<file path="src/pwm_out_defines.vh">
// Register offsets, field positions and reset values of the output stage.
`ifndef PWM_OUT_DEFINES_VH
`define PWM_OUT_DEFINES_VH

`define OFS_SYNC_UPDATE     12'h000
`define OFS_OUT_ENABLE      12'h008
`define OFS_POLARITY        12'h00C
`define OFS_FAULT_ACTION    12'h010
`define OFS_INT_ENABLE      12'h014
`define OFS_RAW_STATUS      12'h018
`define OFS_MASKED_CLEAR    12'h01C
`define OFS_FAULT_LEVEL     12'h020
`define OFS_GEN_CONTROL     12'h040
`define OFS_GEN_LOAD        12'h050
`define OFS_GEN_COUNT       12'h054
`define OFS_GEN_CMP_A       12'h058
`define OFS_GEN_CMP_B       12'h05C

`define BIT_CHAN_A          0
`define BIT_CHAN_B          1
`define BIT_GEN_IRQ         0
`define BIT_FAULT_IRQ       16
`define BIT_SYNC_REQ        0
`define BIT_FAULT_LEVEL     0
`define BIT_ENABLE          0
`define BIT_UPDOWN          1
`define BIT_DEBUG_RUN       2
`define BIT_LOAD_UPD        3
`define BIT_CMP_A_UPD       4
`define BIT_CMP_B_UPD       5

`define RST_CTRL            6'h00
`define RST_PAIR            2'h0
`define RST_WORD            32'h00000000
`define RST_COUNT           16'h0000

`endif

</file>
<file path="src/pwm_sync2.v">
// Two-flop synchroniser for one asynchronous level.
`timescale 1ns/10ps
`default_nettype none
module pwm_sync2 (
    input wire clk,
    input wire rst_n,
    input wire async_in,
    output reg sync_out
);
    reg meta_r;

    always @(posedge clk or negedge rst_n) begin
        if (!rst_n) begin
            meta_r <= 1'b0;
            sync_out <= 1'b0;
        end else begin
            meta_r <= async_in;
            sync_out <= meta_r;
        end
    end
endmodule // pwm_sync2
`default_nettype wire

</file>
<file path="src/pwm_out_stage.v">
// One channel of the output stage: enable, fault forcing and inversion.
`timescale 1ns/10ps
`default_nettype none
module pwm_out_stage (
    input wire clk,
    input wire rst_n,
    input wire gen_in,
    input wire out_en,
    input wire force_low,
    input wire fault,
    input wire invert,
    output reg pin_r
);
    wire gated;
    wire forced;

    // A disabled channel still passes a zero through the inverter.
    assign gated = out_en & gen_in;
    // Forcing sits ahead of the inverter, so a forced inverted pin is High.
    assign forced = gated & ~(fault & force_low);

    always @(posedge clk or negedge rst_n) begin
        if (!rst_n) begin
            pin_r <= 1'b0;
        end else begin
            pin_r <= forced ^ invert;
        end
    end
endmodule // pwm_out_stage
`default_nettype wire

</file>
<file path="src/pwm_output_fault_and_gen_control.v">
// Output stage, module interrupts and generator zero of the PWM block.
//
// The APB interface to the registers was left to the implementer.
`timescale 1ns/10ps
`default_nettype none
`include "pwm_out_defines.vh"
module pwm_output_fault_and_gen_control #(
    parameter CNT_W = 16
) (
    input wire pclk,
    input wire presetn,
    input wire psel,
    input wire penable,
    input wire pwrite,
    input wire [11:0] paddr,
    input wire [31:0] pwdata,
    output reg [31:0] prdata,
    output reg pready,
    output reg pslverr,
    input wire fault_in,
    input wire debug_in,
    input wire gen_irq_in,
    output wire channel_a_out,
    output wire channel_b_out,
    output reg module_irq
);
    // Register state.
    reg sync_req_r;
    reg [1:0] output_pin_enable_r;
    reg [1:0] output_polarity_control_r;
    reg [1:0] fault_output_action_r;
    reg gen_irq_en_r;
    reg fault_irq_en_r;
    reg fault_latch_r;
    reg [5:0] generator_zero_control_r;
    reg [CNT_W-1:0] load_wr_r;
    reg [CNT_W-1:0] cmp_a_wr_r;
    reg [CNT_W-1:0] cmp_b_wr_r;
    reg [CNT_W-1:0] load_act_r;
    reg [CNT_W-1:0] cmp_a_act_r;
    reg [CNT_W-1:0] cmp_b_act_r;
    reg [CNT_W-1:0] count_r;
    reg dir_up_nxt;
    reg dir_up_r;
    reg gen_a_r;
    reg gen_b_r;
    reg [CNT_W-1:0] count_nxt;

    wire fault_s;
    wire debug_s;
    wire fault_cond;
    wire wr_en;
    wire rd_en;
    wire addr_ok;
    wire gen_on;
    wire halted;
    wire at_zero;
    wire apply_sync;
    wire apply_load;
    wire apply_cmp_a;
    wire apply_cmp_b;
    wire [CNT_W-1:0] load_use;
    wire [CNT_W-1:0] cmp_a_use;
    wire [CNT_W-1:0] cmp_b_use;
    wire [31:0] raw_word;
    wire [31:0] masked_word;
    reg [31:0] rd_word;

    // Both inputs come from pins, so each passes two flip-flops first.
    pwm_sync2 u_sync_fault (
        .clk(pclk),
        .rst_n(presetn),
        .async_in(fault_in),
        .sync_out(fault_s)
    );

    pwm_sync2 u_sync_debug (
        .clk(pclk),
        .rst_n(presetn),
        .async_in(debug_in),
        .sync_out(debug_s)
    );

    assign fault_cond = fault_s | debug_s;

    // The bus answers one cycle into the access phase; the write lands then.
    assign wr_en = psel & penable & pready & pwrite;
    assign rd_en = psel & penable & ~pready & ~pwrite;

    // Interrupt status words.
    assign raw_word = ({31'h00000000, gen_irq_in} << `BIT_GEN_IRQ) |
        ({31'h00000000, fault_latch_r} << `BIT_FAULT_IRQ);
    assign masked_word =
        ({31'h00000000, gen_irq_in & gen_irq_en_r} << `BIT_GEN_IRQ) |
        ({31'h00000000, fault_latch_r & fault_irq_en_r}
        << `BIT_FAULT_IRQ);

    // Address decode and read mux; reserved bits read as zero.
    reg addr_hit;
    always @* begin
        rd_word = `RST_WORD;
        addr_hit = 1'b1;
        case (paddr)
            `OFS_SYNC_UPDATE: begin
                rd_word[`BIT_SYNC_REQ] = sync_req_r;
            end
            `OFS_OUT_ENABLE: begin
                rd_word[1:0] = output_pin_enable_r;
            end
            `OFS_POLARITY: begin
                rd_word[1:0] = output_polarity_control_r;
            end
            `OFS_FAULT_ACTION: begin
                rd_word[1:0] = fault_output_action_r;
            end
            `OFS_INT_ENABLE: begin
                rd_word[`BIT_GEN_IRQ] = gen_irq_en_r;
                rd_word[`BIT_FAULT_IRQ] = fault_irq_en_r;
            end
            `OFS_RAW_STATUS: begin
                rd_word = raw_word;
            end
            `OFS_MASKED_CLEAR: begin
                rd_word = masked_word;
            end
            `OFS_FAULT_LEVEL: begin
                rd_word[`BIT_FAULT_LEVEL] = fault_s;
            end
            `OFS_GEN_CONTROL: begin
                rd_word[5:0] = generator_zero_control_r;
            end
            `OFS_GEN_LOAD: begin
                rd_word[CNT_W-1:0] = load_wr_r;
            end
            `OFS_GEN_COUNT: begin
                rd_word[CNT_W-1:0] = count_r;
            end
            `OFS_GEN_CMP_A: begin
                rd_word[CNT_W-1:0] = cmp_a_wr_r;
            end
            `OFS_GEN_CMP_B: begin
                rd_word[CNT_W-1:0] = cmp_b_wr_r;
            end
            default: begin
                addr_hit = 1'b0;
            end
        endcase
    end
    assign addr_ok = addr_hit;

    // APB answer: pready, prdata and pslverr all come from flops.
    always @(posedge pclk or negedge presetn) begin
        if (!presetn) begin
            pready <= 1'b0;
            prdata <= `RST_WORD;
            pslverr <= 1'b0;
        end else begin
            if (psel & penable & ~pready) begin
                pready <= 1'b1;
                pslverr <= ~addr_ok;
                if (rd_en) begin
                    prdata <= rd_word;
                end
            end else begin
                pready <= 1'b0;
                pslverr <= 1'b0;
            end
        end
    end

    // Plain control registers.
    always @(posedge pclk or negedge presetn) begin
        if (!presetn) begin
            output_pin_enable_r <= `RST_PAIR;
            output_polarity_control_r <= `RST_PAIR;
            fault_output_action_r <= `RST_PAIR;
            gen_irq_en_r <= 1'b0;
            fault_irq_en_r <= 1'b0;
            generator_zero_control_r <= `RST_CTRL;
            load_wr_r <= `RST_COUNT;
            cmp_a_wr_r <= `RST_COUNT;
            cmp_b_wr_r <= `RST_COUNT;
        end else if (wr_en) begin
            case (paddr)
                `OFS_OUT_ENABLE: begin
                    output_pin_enable_r <= pwdata[1:0];
                end
                `OFS_POLARITY: begin
                    output_polarity_control_r <= pwdata[1:0];
                end
                `OFS_FAULT_ACTION: begin
                    fault_output_action_r <= pwdata[1:0];
                end
                `OFS_INT_ENABLE: begin
                    gen_irq_en_r <= pwdata[`BIT_GEN_IRQ];
                    fault_irq_en_r <= pwdata[`BIT_FAULT_IRQ];
                end
                `OFS_GEN_CONTROL: begin
                    generator_zero_control_r <= pwdata[5:0];
                end
                `OFS_GEN_LOAD: begin
                    load_wr_r <= pwdata[CNT_W-1:0];
                end
                `OFS_GEN_CMP_A: begin
                    cmp_a_wr_r <= pwdata[CNT_W-1:0];
                end
                `OFS_GEN_CMP_B: begin
                    cmp_b_wr_r <= pwdata[CNT_W-1:0];
                end
                default: begin
                end
            endcase
        end
    end

    // Fault latch: a fault level seen in the clearing cycle keeps it set.
    always @(posedge pclk or negedge presetn) begin
        if (!presetn) begin
            fault_latch_r <= 1'b0;
        end else if (fault_s) begin
            fault_latch_r <= 1'b1;
        end else if (wr_en && paddr == `OFS_MASKED_CLEAR &&
                     pwdata[`BIT_FAULT_IRQ]) begin
            fault_latch_r <= 1'b0;
        end
    end

    // Generator control decode.
    assign gen_on = generator_zero_control_r[`BIT_ENABLE];
    // Without run-through, the counter parks at zero until debug ends.
    assign halted = debug_s & ~generator_zero_control_r[`BIT_DEBUG_RUN] &
        (count_r == `RST_COUNT);
    assign at_zero = gen_on & (count_r == `RST_COUNT);
    assign apply_sync = at_zero & sync_req_r;
    assign apply_load = at_zero & (~generator_zero_control_r[`BIT_LOAD_UPD] |
        sync_req_r);
    assign apply_cmp_a = at_zero &
        (~generator_zero_control_r[`BIT_CMP_A_UPD] | sync_req_r);
    assign apply_cmp_b = at_zero &
        (~generator_zero_control_r[`BIT_CMP_B_UPD] | sync_req_r);
    assign load_use = apply_load ? load_wr_r : load_act_r;
    assign cmp_a_use = apply_cmp_a ? cmp_a_wr_r : cmp_a_act_r;
    assign cmp_b_use = apply_cmp_b ? cmp_b_wr_r : cmp_b_act_r;

    // Sync request: software sets it, only the zero point clears it.
    always @(posedge pclk or negedge presetn) begin
        if (!presetn) begin
            sync_req_r <= 1'b0;
        end else if (wr_en && paddr == `OFS_SYNC_UPDATE &&
                     pwdata[`BIT_SYNC_REQ]) begin
            sync_req_r <= 1'b1;
        end else if (apply_sync) begin
            sync_req_r <= 1'b0;
        end
    end

    // Active load and comparator values change only at counter zero.
    always @(posedge pclk or negedge presetn) begin
        if (!presetn) begin
            load_act_r <= `RST_COUNT;
            cmp_a_act_r <= `RST_COUNT;
            cmp_b_act_r <= `RST_COUNT;
        end else begin
            load_act_r <= load_use;
            cmp_a_act_r <= cmp_a_use;
            cmp_b_act_r <= cmp_b_use;
        end
    end

    // Next counter value for both counting patterns.
    always @* begin
        count_nxt = count_r;
        dir_up_nxt = dir_up_r;
        if (!generator_zero_control_r[`BIT_UPDOWN]) begin
            dir_up_nxt = 1'b0;
            if (count_r == `RST_COUNT) begin
                count_nxt = load_use;
            end else begin
                count_nxt = count_r - 1'b1;
            end
        end else begin
            if (count_r == `RST_COUNT) begin
                dir_up_nxt = (load_use != `RST_COUNT);
                if (load_use != `RST_COUNT) begin
                    count_nxt = count_r + 1'b1;
                end
            end else if (dir_up_r && count_r < load_use) begin
                count_nxt = count_r + 1'b1;
            end else begin
                dir_up_nxt = 1'b0;
                count_nxt = count_r - 1'b1;
            end
        end
    end

    // One counter drives both channels.
    always @(posedge pclk or negedge presetn) begin
        if (!presetn) begin
            count_r <= `RST_COUNT;
            dir_up_r <= 1'b0;
            gen_a_r <= 1'b0;
            gen_b_r <= 1'b0;
        end else if (!gen_on) begin
            // A disabled generator holds its count and drives nothing.
            gen_a_r <= 1'b0;
            gen_b_r <= 1'b0;
        end else if (!halted) begin
            count_r <= count_nxt;
            dir_up_r <= dir_up_nxt;
            gen_a_r <= (count_nxt < cmp_a_use);
            gen_b_r <= (count_nxt < cmp_b_use);
        end
    end

    // Channel output stages.
    pwm_out_stage u_stage_a (
        .clk(pclk),
        .rst_n(presetn),
        .gen_in(gen_a_r),
        .out_en(output_pin_enable_r[`BIT_CHAN_A]),
        .force_low(fault_output_action_r[`BIT_CHAN_A]),
        .fault(fault_cond),
        .invert(output_polarity_control_r[`BIT_CHAN_A]),
        .pin_r(channel_a_out)
    );

    pwm_out_stage u_stage_b (
        .clk(pclk),
        .rst_n(presetn),
        .gen_in(gen_b_r),
        .out_en(output_pin_enable_r[`BIT_CHAN_B]),
        .force_low(fault_output_action_r[`BIT_CHAN_B]),
        .fault(fault_cond),
        .invert(output_polarity_control_r[`BIT_CHAN_B]),
        .pin_r(channel_b_out)
    );

    // The line follows the masked word one cycle later.
    always @(posedge pclk or negedge presetn) begin
        if (!presetn) begin
            module_irq <= 1'b0;
        end else begin
            module_irq <= |masked_word;
        end
    end
endmodule // pwm_output_fault_and_gen_control
`default_nettype wire

</file>
<file path="config.mk">
export PLATFORM = sky130hd
export DESIGN_NAME = pwm_output_fault_and_gen_control
export DESIGN_NICKNAME = d
export VERILOG_FILES = /design/src/pwm_sync2.v /design/src/pwm_out_stage.v /design/src/pwm_output_fault_and_gen_control.v
export VERILOG_INCLUDE_DIRS = /design/src
export SDC_FILE = /design/constraint.sdc
export NUM_CORES = 1
export LEC_CHECK = 0
export ABC_AREA = 1
export BUFFER_PORTS_ARGS = -buffer_cell sky130_fd_sc_hd__buf_2
export CAP_MARGIN = 20
export CORE_MARGIN = 2
export CORE_UTILIZATION = 25
export CTS_BUF_LIST = sky130_fd_sc_hd__clkbuf_4
export DETAILED_ROUTE_END_ITERATION = 8
export GPL_TIMING_DRIVEN = 0
export HOLD_SLACK_MARGIN = 0.02
export SYNTH_ARGS = -nofsm -noshare
export SYNTH_HDL_FRONTEND = slang
export SYNTH_SLANG_ARGS = --single-unit
</file>
<file path="constraint.sdc">
create_clock -name pclk -period 5.45 [get_ports pclk]
set_clock_uncertainty 0.15 [all_clocks]
set_input_delay 0.2725 -clock pclk [delete_from_list [all_inputs] [get_ports pclk]]
set_output_delay 0.2725 -clock pclk [all_outputs]
set_load 0.005 [all_outputs]
</file>
* Word-level counts from Yosys, hierarchy flattened
Cells that the tools add are included.
** Word-level totals
- Bits of input ports :: 52
- Register bits :: 172
- Word-level logic and storage cells :: 135
- Output and inout bits :: 37
** Operators by class
- Bitwise operators :: 38
- Multiplexer cells :: 27
- Equality and inequality tests :: 14
- Reduce and logical (&&, ||, !) cells :: 23
- $lt $le $gt $ge :: 3
- Add/sub/neg operators :: 2
** Operator list (count)
- 16-bit 2-to-1 mux :: 8
- 12-bit by 7-bit equality test with 1-bit output, second input constant :: 5
- 10-bit case mux with 6 select lines :: 1
- 12-bit by 5-bit equality test with 1-bit output, second input constant :: 4
- 16-bit < comparator :: 3
- 1-bit by 17-bit OR with 17-bit output :: 2
- 32-bit OR reduction :: 1
- 4-bit case mux with 7 select lines :: 1
- 12-bit by 4-bit equality test with 1-bit output, second input constant :: 2
- 1-bit AND :: 20
- 2-bit AND reduction :: 10
- 16-bit by 1-bit adder with 16-bit output, second input constant :: 1
- 16-bit zero test :: 1
- 16-bit nonzero test :: 1
- 16-bit by 1-bit subtractor with 16-bit output, second input constant :: 1
- 1-bit 2-to-1 mux :: 14
- 1-bit case mux with 13 select lines :: 1
- 13-bit OR reduction :: 1
- 12-bit by 6-bit equality test with 1-bit output, second input constant :: 1
- 12-bit zero test :: 1
- 1-bit inverter :: 10
- 1-bit case mux with 10 select lines :: 1
- 1-bit logical AND :: 5
- 1-bit OR :: 4
- 6 further kinds :: 8

* Longest topological paths before layout
- Depth in word-level cells :: 12
- Mapped depth :: 31
- Mapped depth without buffers :: 30

* By module
Synthesis repeated with hierarchy kept, for this count alone.
** Second synthesis, totals
- Cells, all modules :: 1235
- Area total of the unflattened synthesis :: 9452.8 µm²
** By module, submodules not included
- pwm_output_fault_and_gen_control :: area each 9240.1 µm², times used 1, cells each 1213, seq. area each 3778.6 µm²
- pwm_out_stage :: area each 56.3 µm², times used 2, cells each 9, seq. area each 25.0 µm²
- pwm_sync2 :: area each 50.0 µm², times used 2, cells each 2, seq. area each 50.0 µm²

* Worst setup path before layout
Ideal clock, no wire load.
- Path kind :: flip-flop to flip-flop
- Start point :: register count_r[0]
- End point :: register gen_a_r
- Data required time :: 5235 ps
- Library setup time :: 65 ps
- Clock period less this slack :: 4089 ps
- Path slack :: 1361 ps
- Buffers on the path :: 2
- Arrival time :: 3874 ps
- Stages on the path, launching flop included :: 27
- Cells stage by stage :: dfrtp_1 inv_1 ha_1 nand2_4 nor2_2 nand4_2 buf_4 nand2_1 nand2_1 ha_1 a21oi_1 nand3b_1 a21oi_1 nor3_1 nand2_2 buf_4 nand2_1 nand3_1 a21boi_0 ha_1 a21oi_1 o21ai_0 nand3_1 a21oi_1 a2111oi_0 nand2_1 nand2_1
** Between the ends
- Word-level cells in the longest chain between the ends :: 12
- Elaborated cells on any way between the ends :: 21
- Classes of those cells :: 2 x add/sub; 2 x order compare; 1 x eq/ne; 9 x mux; 4 x bitwise; 3 x reduce/logical
** Ends and longest elaborated chain
- start, declared :: RTL line pwm_output_fault_and_gen_control.v:42 : reg [CNT_W-1:0] count_r;
- start signal, assigned :: RTL line pwm_output_fault_and_gen_control.v:299 : count_r <= `RST_COUNT;
- start signal, assigned :: RTL line pwm_output_fault_and_gen_control.v:308 : count_r <= count_nxt;
- 16-bit zero test (no line)
- 1-bit AND :: RTL line pwm_output_fault_and_gen_control.v:233 : assign at_zero = gen_on & (count_r == `RST_COUNT);
- 1-bit AND :: RTL line pwm_output_fault_and_gen_control.v:235 : assign apply_load = at_zero & (~generator_zero_control_r[`BIT_LOAD_UPD] |
- 16-bit 2-to-1 mux :: RTL line pwm_output_fault_and_gen_control.v:241 : assign load_use = apply_load ? load_wr_r : load_act_r;
- 16-bit < comparator :: RTL line pwm_output_fault_and_gen_control.v:287 : end else if (dir_up_r && count_r < load_use) begin
- 1-bit logical AND :: RTL line pwm_output_fault_and_gen_control.v:287
- 16-bit 2-to-1 mux :: RTL line pwm_output_fault_and_gen_control.v:287
- 16-bit 2-to-1 mux :: RTL line pwm_output_fault_and_gen_control.v:282 : if (count_r == `RST_COUNT) begin
- 16-bit 2-to-1 mux * :: RTL line pwm_output_fault_and_gen_control.v:274 : if (!generator_zero_control_r[`BIT_UPDOWN]) begin
- net count_nxt[9] :: RTL line pwm_output_fault_and_gen_control.v:47 : reg [CNT_W-1:0] count_nxt;
- 16-bit < comparator * :: RTL line pwm_output_fault_and_gen_control.v:310 : gen_a_r <= (count_nxt < cmp_a_use);
- 1-bit 2-to-1 mux * :: RTL line pwm_output_fault_and_gen_control.v:307 : end else if (!halted) begin
- 1-bit 2-to-1 mux * :: RTL line pwm_output_fault_and_gen_control.v:303 : end else if (!gen_on) begin
- end signal, assigned :: RTL line pwm_output_fault_and_gen_control.v:310
- end, declared :: RTL line pwm_output_fault_and_gen_control.v:45 : reg gen_a_r;
Mark *: on every way through the listed nets, which the timed path passes. The rest lies on a longest branch. The select of a mux whose other input is x is not followed.
A chain may end at the register's enable or synchronous reset.

* Final worst setup path
- Start point :: register count_r[1]
- End point :: register gen_b_r
** Between the ends
- Word-level cells in the longest chain between the ends :: 12
- Elaborated cells on any way between the ends :: 21
- Classes of those cells :: 2 x add/sub; 2 x order compare; 1 x eq/ne; 9 x mux; 4 x bitwise; 3 x reduce/logical
** Ends and longest elaborated chain
- 16-bit zero test (no line)
- 1-bit AND :: RTL line pwm_output_fault_and_gen_control.v:233
- 1-bit AND :: RTL line pwm_output_fault_and_gen_control.v:235
- 16-bit 2-to-1 mux :: RTL line pwm_output_fault_and_gen_control.v:241
- 16-bit < comparator :: RTL line pwm_output_fault_and_gen_control.v:287
- 1-bit logical AND :: RTL line pwm_output_fault_and_gen_control.v:287
- 16-bit 2-to-1 mux :: RTL line pwm_output_fault_and_gen_control.v:287
- 16-bit 2-to-1 mux :: RTL line pwm_output_fault_and_gen_control.v:282
- 16-bit 2-to-1 mux * :: RTL line pwm_output_fault_and_gen_control.v:274
- net count_nxt[5] :: RTL line pwm_output_fault_and_gen_control.v:47
- 16-bit < comparator * :: RTL line pwm_output_fault_and_gen_control.v:311 : gen_b_r <= (count_nxt < cmp_b_use);
- 1-bit 2-to-1 mux * :: RTL line pwm_output_fault_and_gen_control.v:307
- 1-bit 2-to-1 mux * :: RTL line pwm_output_fault_and_gen_control.v:303
- end signal, assigned :: RTL line pwm_output_fault_and_gen_control.v:311
- end, declared :: RTL line pwm_output_fault_and_gen_control.v:46 : reg gen_b_r;
Marks and branches as above.

==> key figures <==
Timing
  – Final Cycle Share: 0.940
  – Slew HR: 0.413
  – Final setup violation count: 0
  – Fmax: 195 MHz
  – Min Hold Slack: 0.0445 ns
  – RSZ-0062 raised after global routing: false
  – Fin crit period: 5.12 ns
  – Max-slew violation count: 0
  – Slew @ Worst Pin: 0.873 ns
  – Final Hold Fails: 0

Global route
  – GR Util All Layers: 0.162
  – Grt ovf: 0
  – Vias in the first global route: 8,667
  – First-pass GRT wire length: between 40 and 50 mm
  – Initial antenna violation count: 1
  – Pin count of the biggest net entering global routing: 96

Worst setup path
  – Startpoint type of the worst setup path: flip-flop
  – CP Data Required Time: 5.84 ns
  – Critical-path top delay cell: a21boi_0
  – Critical path peak fanout: 10
  – Worst Setup End Kind: flip-flop
  – Most used cell, CP: nand2_1
  – CP peak stage delay: 0.51 ns
  – Worst Setup Path Type: flip-flop to flip-flop
  – Critical path arrival: 5.51 ns

Synthesis
  – Largest area contributor in the netlist: dfrtp_1
  – Post-synth top area share: 0.418
  – Seq/Total Area, Yosys: 0.418
  – Syn. warnings: 0
  – Syn_area_per_cell: 7.59 um^2
  – Top post-synthesis cells by area: dfrtp_1, nand2_1, o21ai_0, inv_1, ha_1
  – Synth Instances: 1,239
  – Post-synthesis register bit count: 157
  – Cell area after synthesis: 9400 um^2
  – Distinct cells, synth: 47

Route
  – Vias: 8,839
  – Detail Route Antenna Nets: 0
  – DRC violations left: 0
  – DRT Pass-1 Iters: 5
  – Post-DR wirelength/cell: 16.7 um
  – Initial DRC Count: between 600 and 700
  – Vias per Instance: 4.77
  – Drt total wl: roughly 31 mm

Die
  – Starting Density: 0.252
  – # rows: just over 70
  – Die area: 39,200 um^2
  – Core Footprint: 37,300 um^2
  – Io pins: between 80 and 90
  – Die height: 198 um
  – Die width: approximately 200 um

Clock network
  – Max clock buf depth: 2
  – CTS tree: done
  – Sink Count: 157
  – Htree depth: 4
  – Total CTS buffers: 17
  – Skew-Pair Late Insertion Delay: 0.61 ns
  – Root Buffer Master: clkbuf_4
  – Clock transition at path regs: 0.14 ns

Final layout
  – Fin cells: 1,853
  – Commonest cells after routing, fill and taps aside: nand2_1, inv_1, dfrtp_1
  – Nets: between 1,000 and 1,500
  – Share of cells above drive strength 1: 0.106
  – Commonest non-fill, non-tap cell in the layout: nand2_1
  – Layout area overhead: 17.1%
  – Filler cells: 4,058

Power
  – Worst-case vdd ir drop: 0.000107 V
  – Overall Power: 2010 uW
  – LEAKAGE: 0.00517 uW
  – P per Cell Area: 183 nW/um^2

Min path
  – Hold Crit Class: primary input to asynchronous set/reset pin

Run status
  – Status: complete, no violations

Placement
  – DP Wirelength: 23.9 mm
  – Placed Cells: 1,786
  – Port buffer count: 58
  – GPL Wtd Cong: 0.928

Run
  – MaxCap Viol Count: 0
[stage by stage]
step | util | worst slack [ns] | TNS, ns | cell area [um^2]
global route | 0.295 | 0.0140 | 0 | 11000
floorplan | - | 1.36 | 0 | 9450
detailed placement | 0.278 | -0.122 | -0.122 | 10400
finish | 0.295 | 0.326 | 0 | 11000
global placement | 0.277 | -0.0452 | -0.0452 | 10300
CTS | 0.294 | 0.145 | 0 | 11000
[path summary, 6_finish.rpt]
kind                                                    start                               to  slack (ns)  depth (start not counted)
worst max-delay path                   count_r[1]$_DFFE_PN0P_              gen_b_r$_DFFE_PN0P_        0.33                         25
worst min-delay path                                  presetn           count_r[1]$_DFFE_PN0P_        0.04                          2
worst max register to register         count_r[1]$_DFFE_PN0P_              gen_b_r$_DFFE_PN0P_        0.33                         25
worst min register to register  u_sync_fault.meta_r$_DFF_PN0_  u_sync_fault.sync_out$_DFF_PN0_        0.22                          0
max in group asynchronous                             presetn        cmp_a_act_r[13]$_DFF_PN0_        4.25                          3
min in group pclk                                    paddr[3]       fault_irq_en_r$_DFFE_PN0P_        0.08                          6
[state kept, by name, summed over array words and instances, names as in the netlist, 2 cells and up]
signal / flops
prdata: 17
cmp_a_act_r: 16
cmp_a_wr_r: 16
cmp_b_act_r: 16
cmp_b_wr_r: 16
count_r: 16
load_act_r: 16
load_wr_r: 16
generator_zero_control_r: 6
fault_output_action_r: 2
output_pin_enable_r: 2
output_polarity_control_r: 2
[power by group]
part	leakage [uW]	total [uW]	switching (uW)	internal, uW
registers	0.00216	1180	6.51	1170
clock network	0.000147	727	444	283
logic	0.00286	107	63.1	44.3
total	0.00517	2010	514	1500
[critical path, delay by kind of cell, from the launching register on]
family          cells  cell delay (ns)
buf+inv             3             0.66
fa+ha+maj           3             1.00
compound gates      7             1.40
flops               1             0.43
simple gates       12             1.40
[timing repair]
item / CTS / global route
endpoints found under the hold margin: 230 / 0
pin swaps: 0 / 2
setup buffers: 0 / 1
endpoints found under the setup margin: 2 / 2
gates resized for setup: 3 / 7
hold buffers: 32 / 0
[synth_stat cells (all sizes together)]
| master | count |
|---|---|
| o221ai | 2 |
| nor3 | 15 |
| o22ai | 29 |
| nand4 | 16 |
| inv | 179 |
| clkinv | 1 |
| nor4 | 3 |
| dfrtp | 157 |
| a221oi | 4 |
| a211oi | 6 |
| nand2 | 342 |
| a21boi | 11 |
| nand3 | 65 |
| o21bai | 1 |
| a31oi | 4 |
| o41ai | 1 |
| clkbuf | 29 |
| nand3b | 4 |
| o211ai | 11 |
| xor2 | 26 |
| o32ai | 1 |
| o32a | 2 |
| o21ai | 146 |
| o2bb2ai | 1 |
| o2111ai | 2 |
| conb | 1 |
| nor2 | 80 |
| a2111oi | 1 |
| a21o | 1 |
| buf | 27 |
| ha | 45 |
| o31ai | 1 |
| a21oi | 25 |
[metal layers]
metal	vias up	track usage	wire length, um
met5	-	0	0
met3	74	0.0267	1830
met4	0	0.0760	1170
li1	4274	-	-
met2	308	0.267	14500
met1	4183	0.208	13400
[kinds of logic (layout without fill, tap and decap cells)]
group	Yosys count	in the layout	share of synthesized area
and+or+nand+nor	525	525	0.241
AOI/OAI and AO/OA	249	249	0.151
buffers and inverters	236	360	0.105
DFF	157	157	0.418
adders and majority gates	45	45	0.0599
xor gates and xnor gates	26	26	0.0242
other	1	17	0.000399
[final cells by class]
type,count,area (um^2),share of cell area
antenna,2,5.00,0.000455
buffer,56,310,0.0282
clock buffer,19,143,0.0130
clock inverter,13,140,0.0127
inverter,180,676,0.0614
multi-input combinational,860,4550,0.414
sequential,157,3930,0.357
tap,474,593,0.0539
timing repair buffer,92,656,0.0596
No activity file was read; power rests on OpenSTA's default activity.
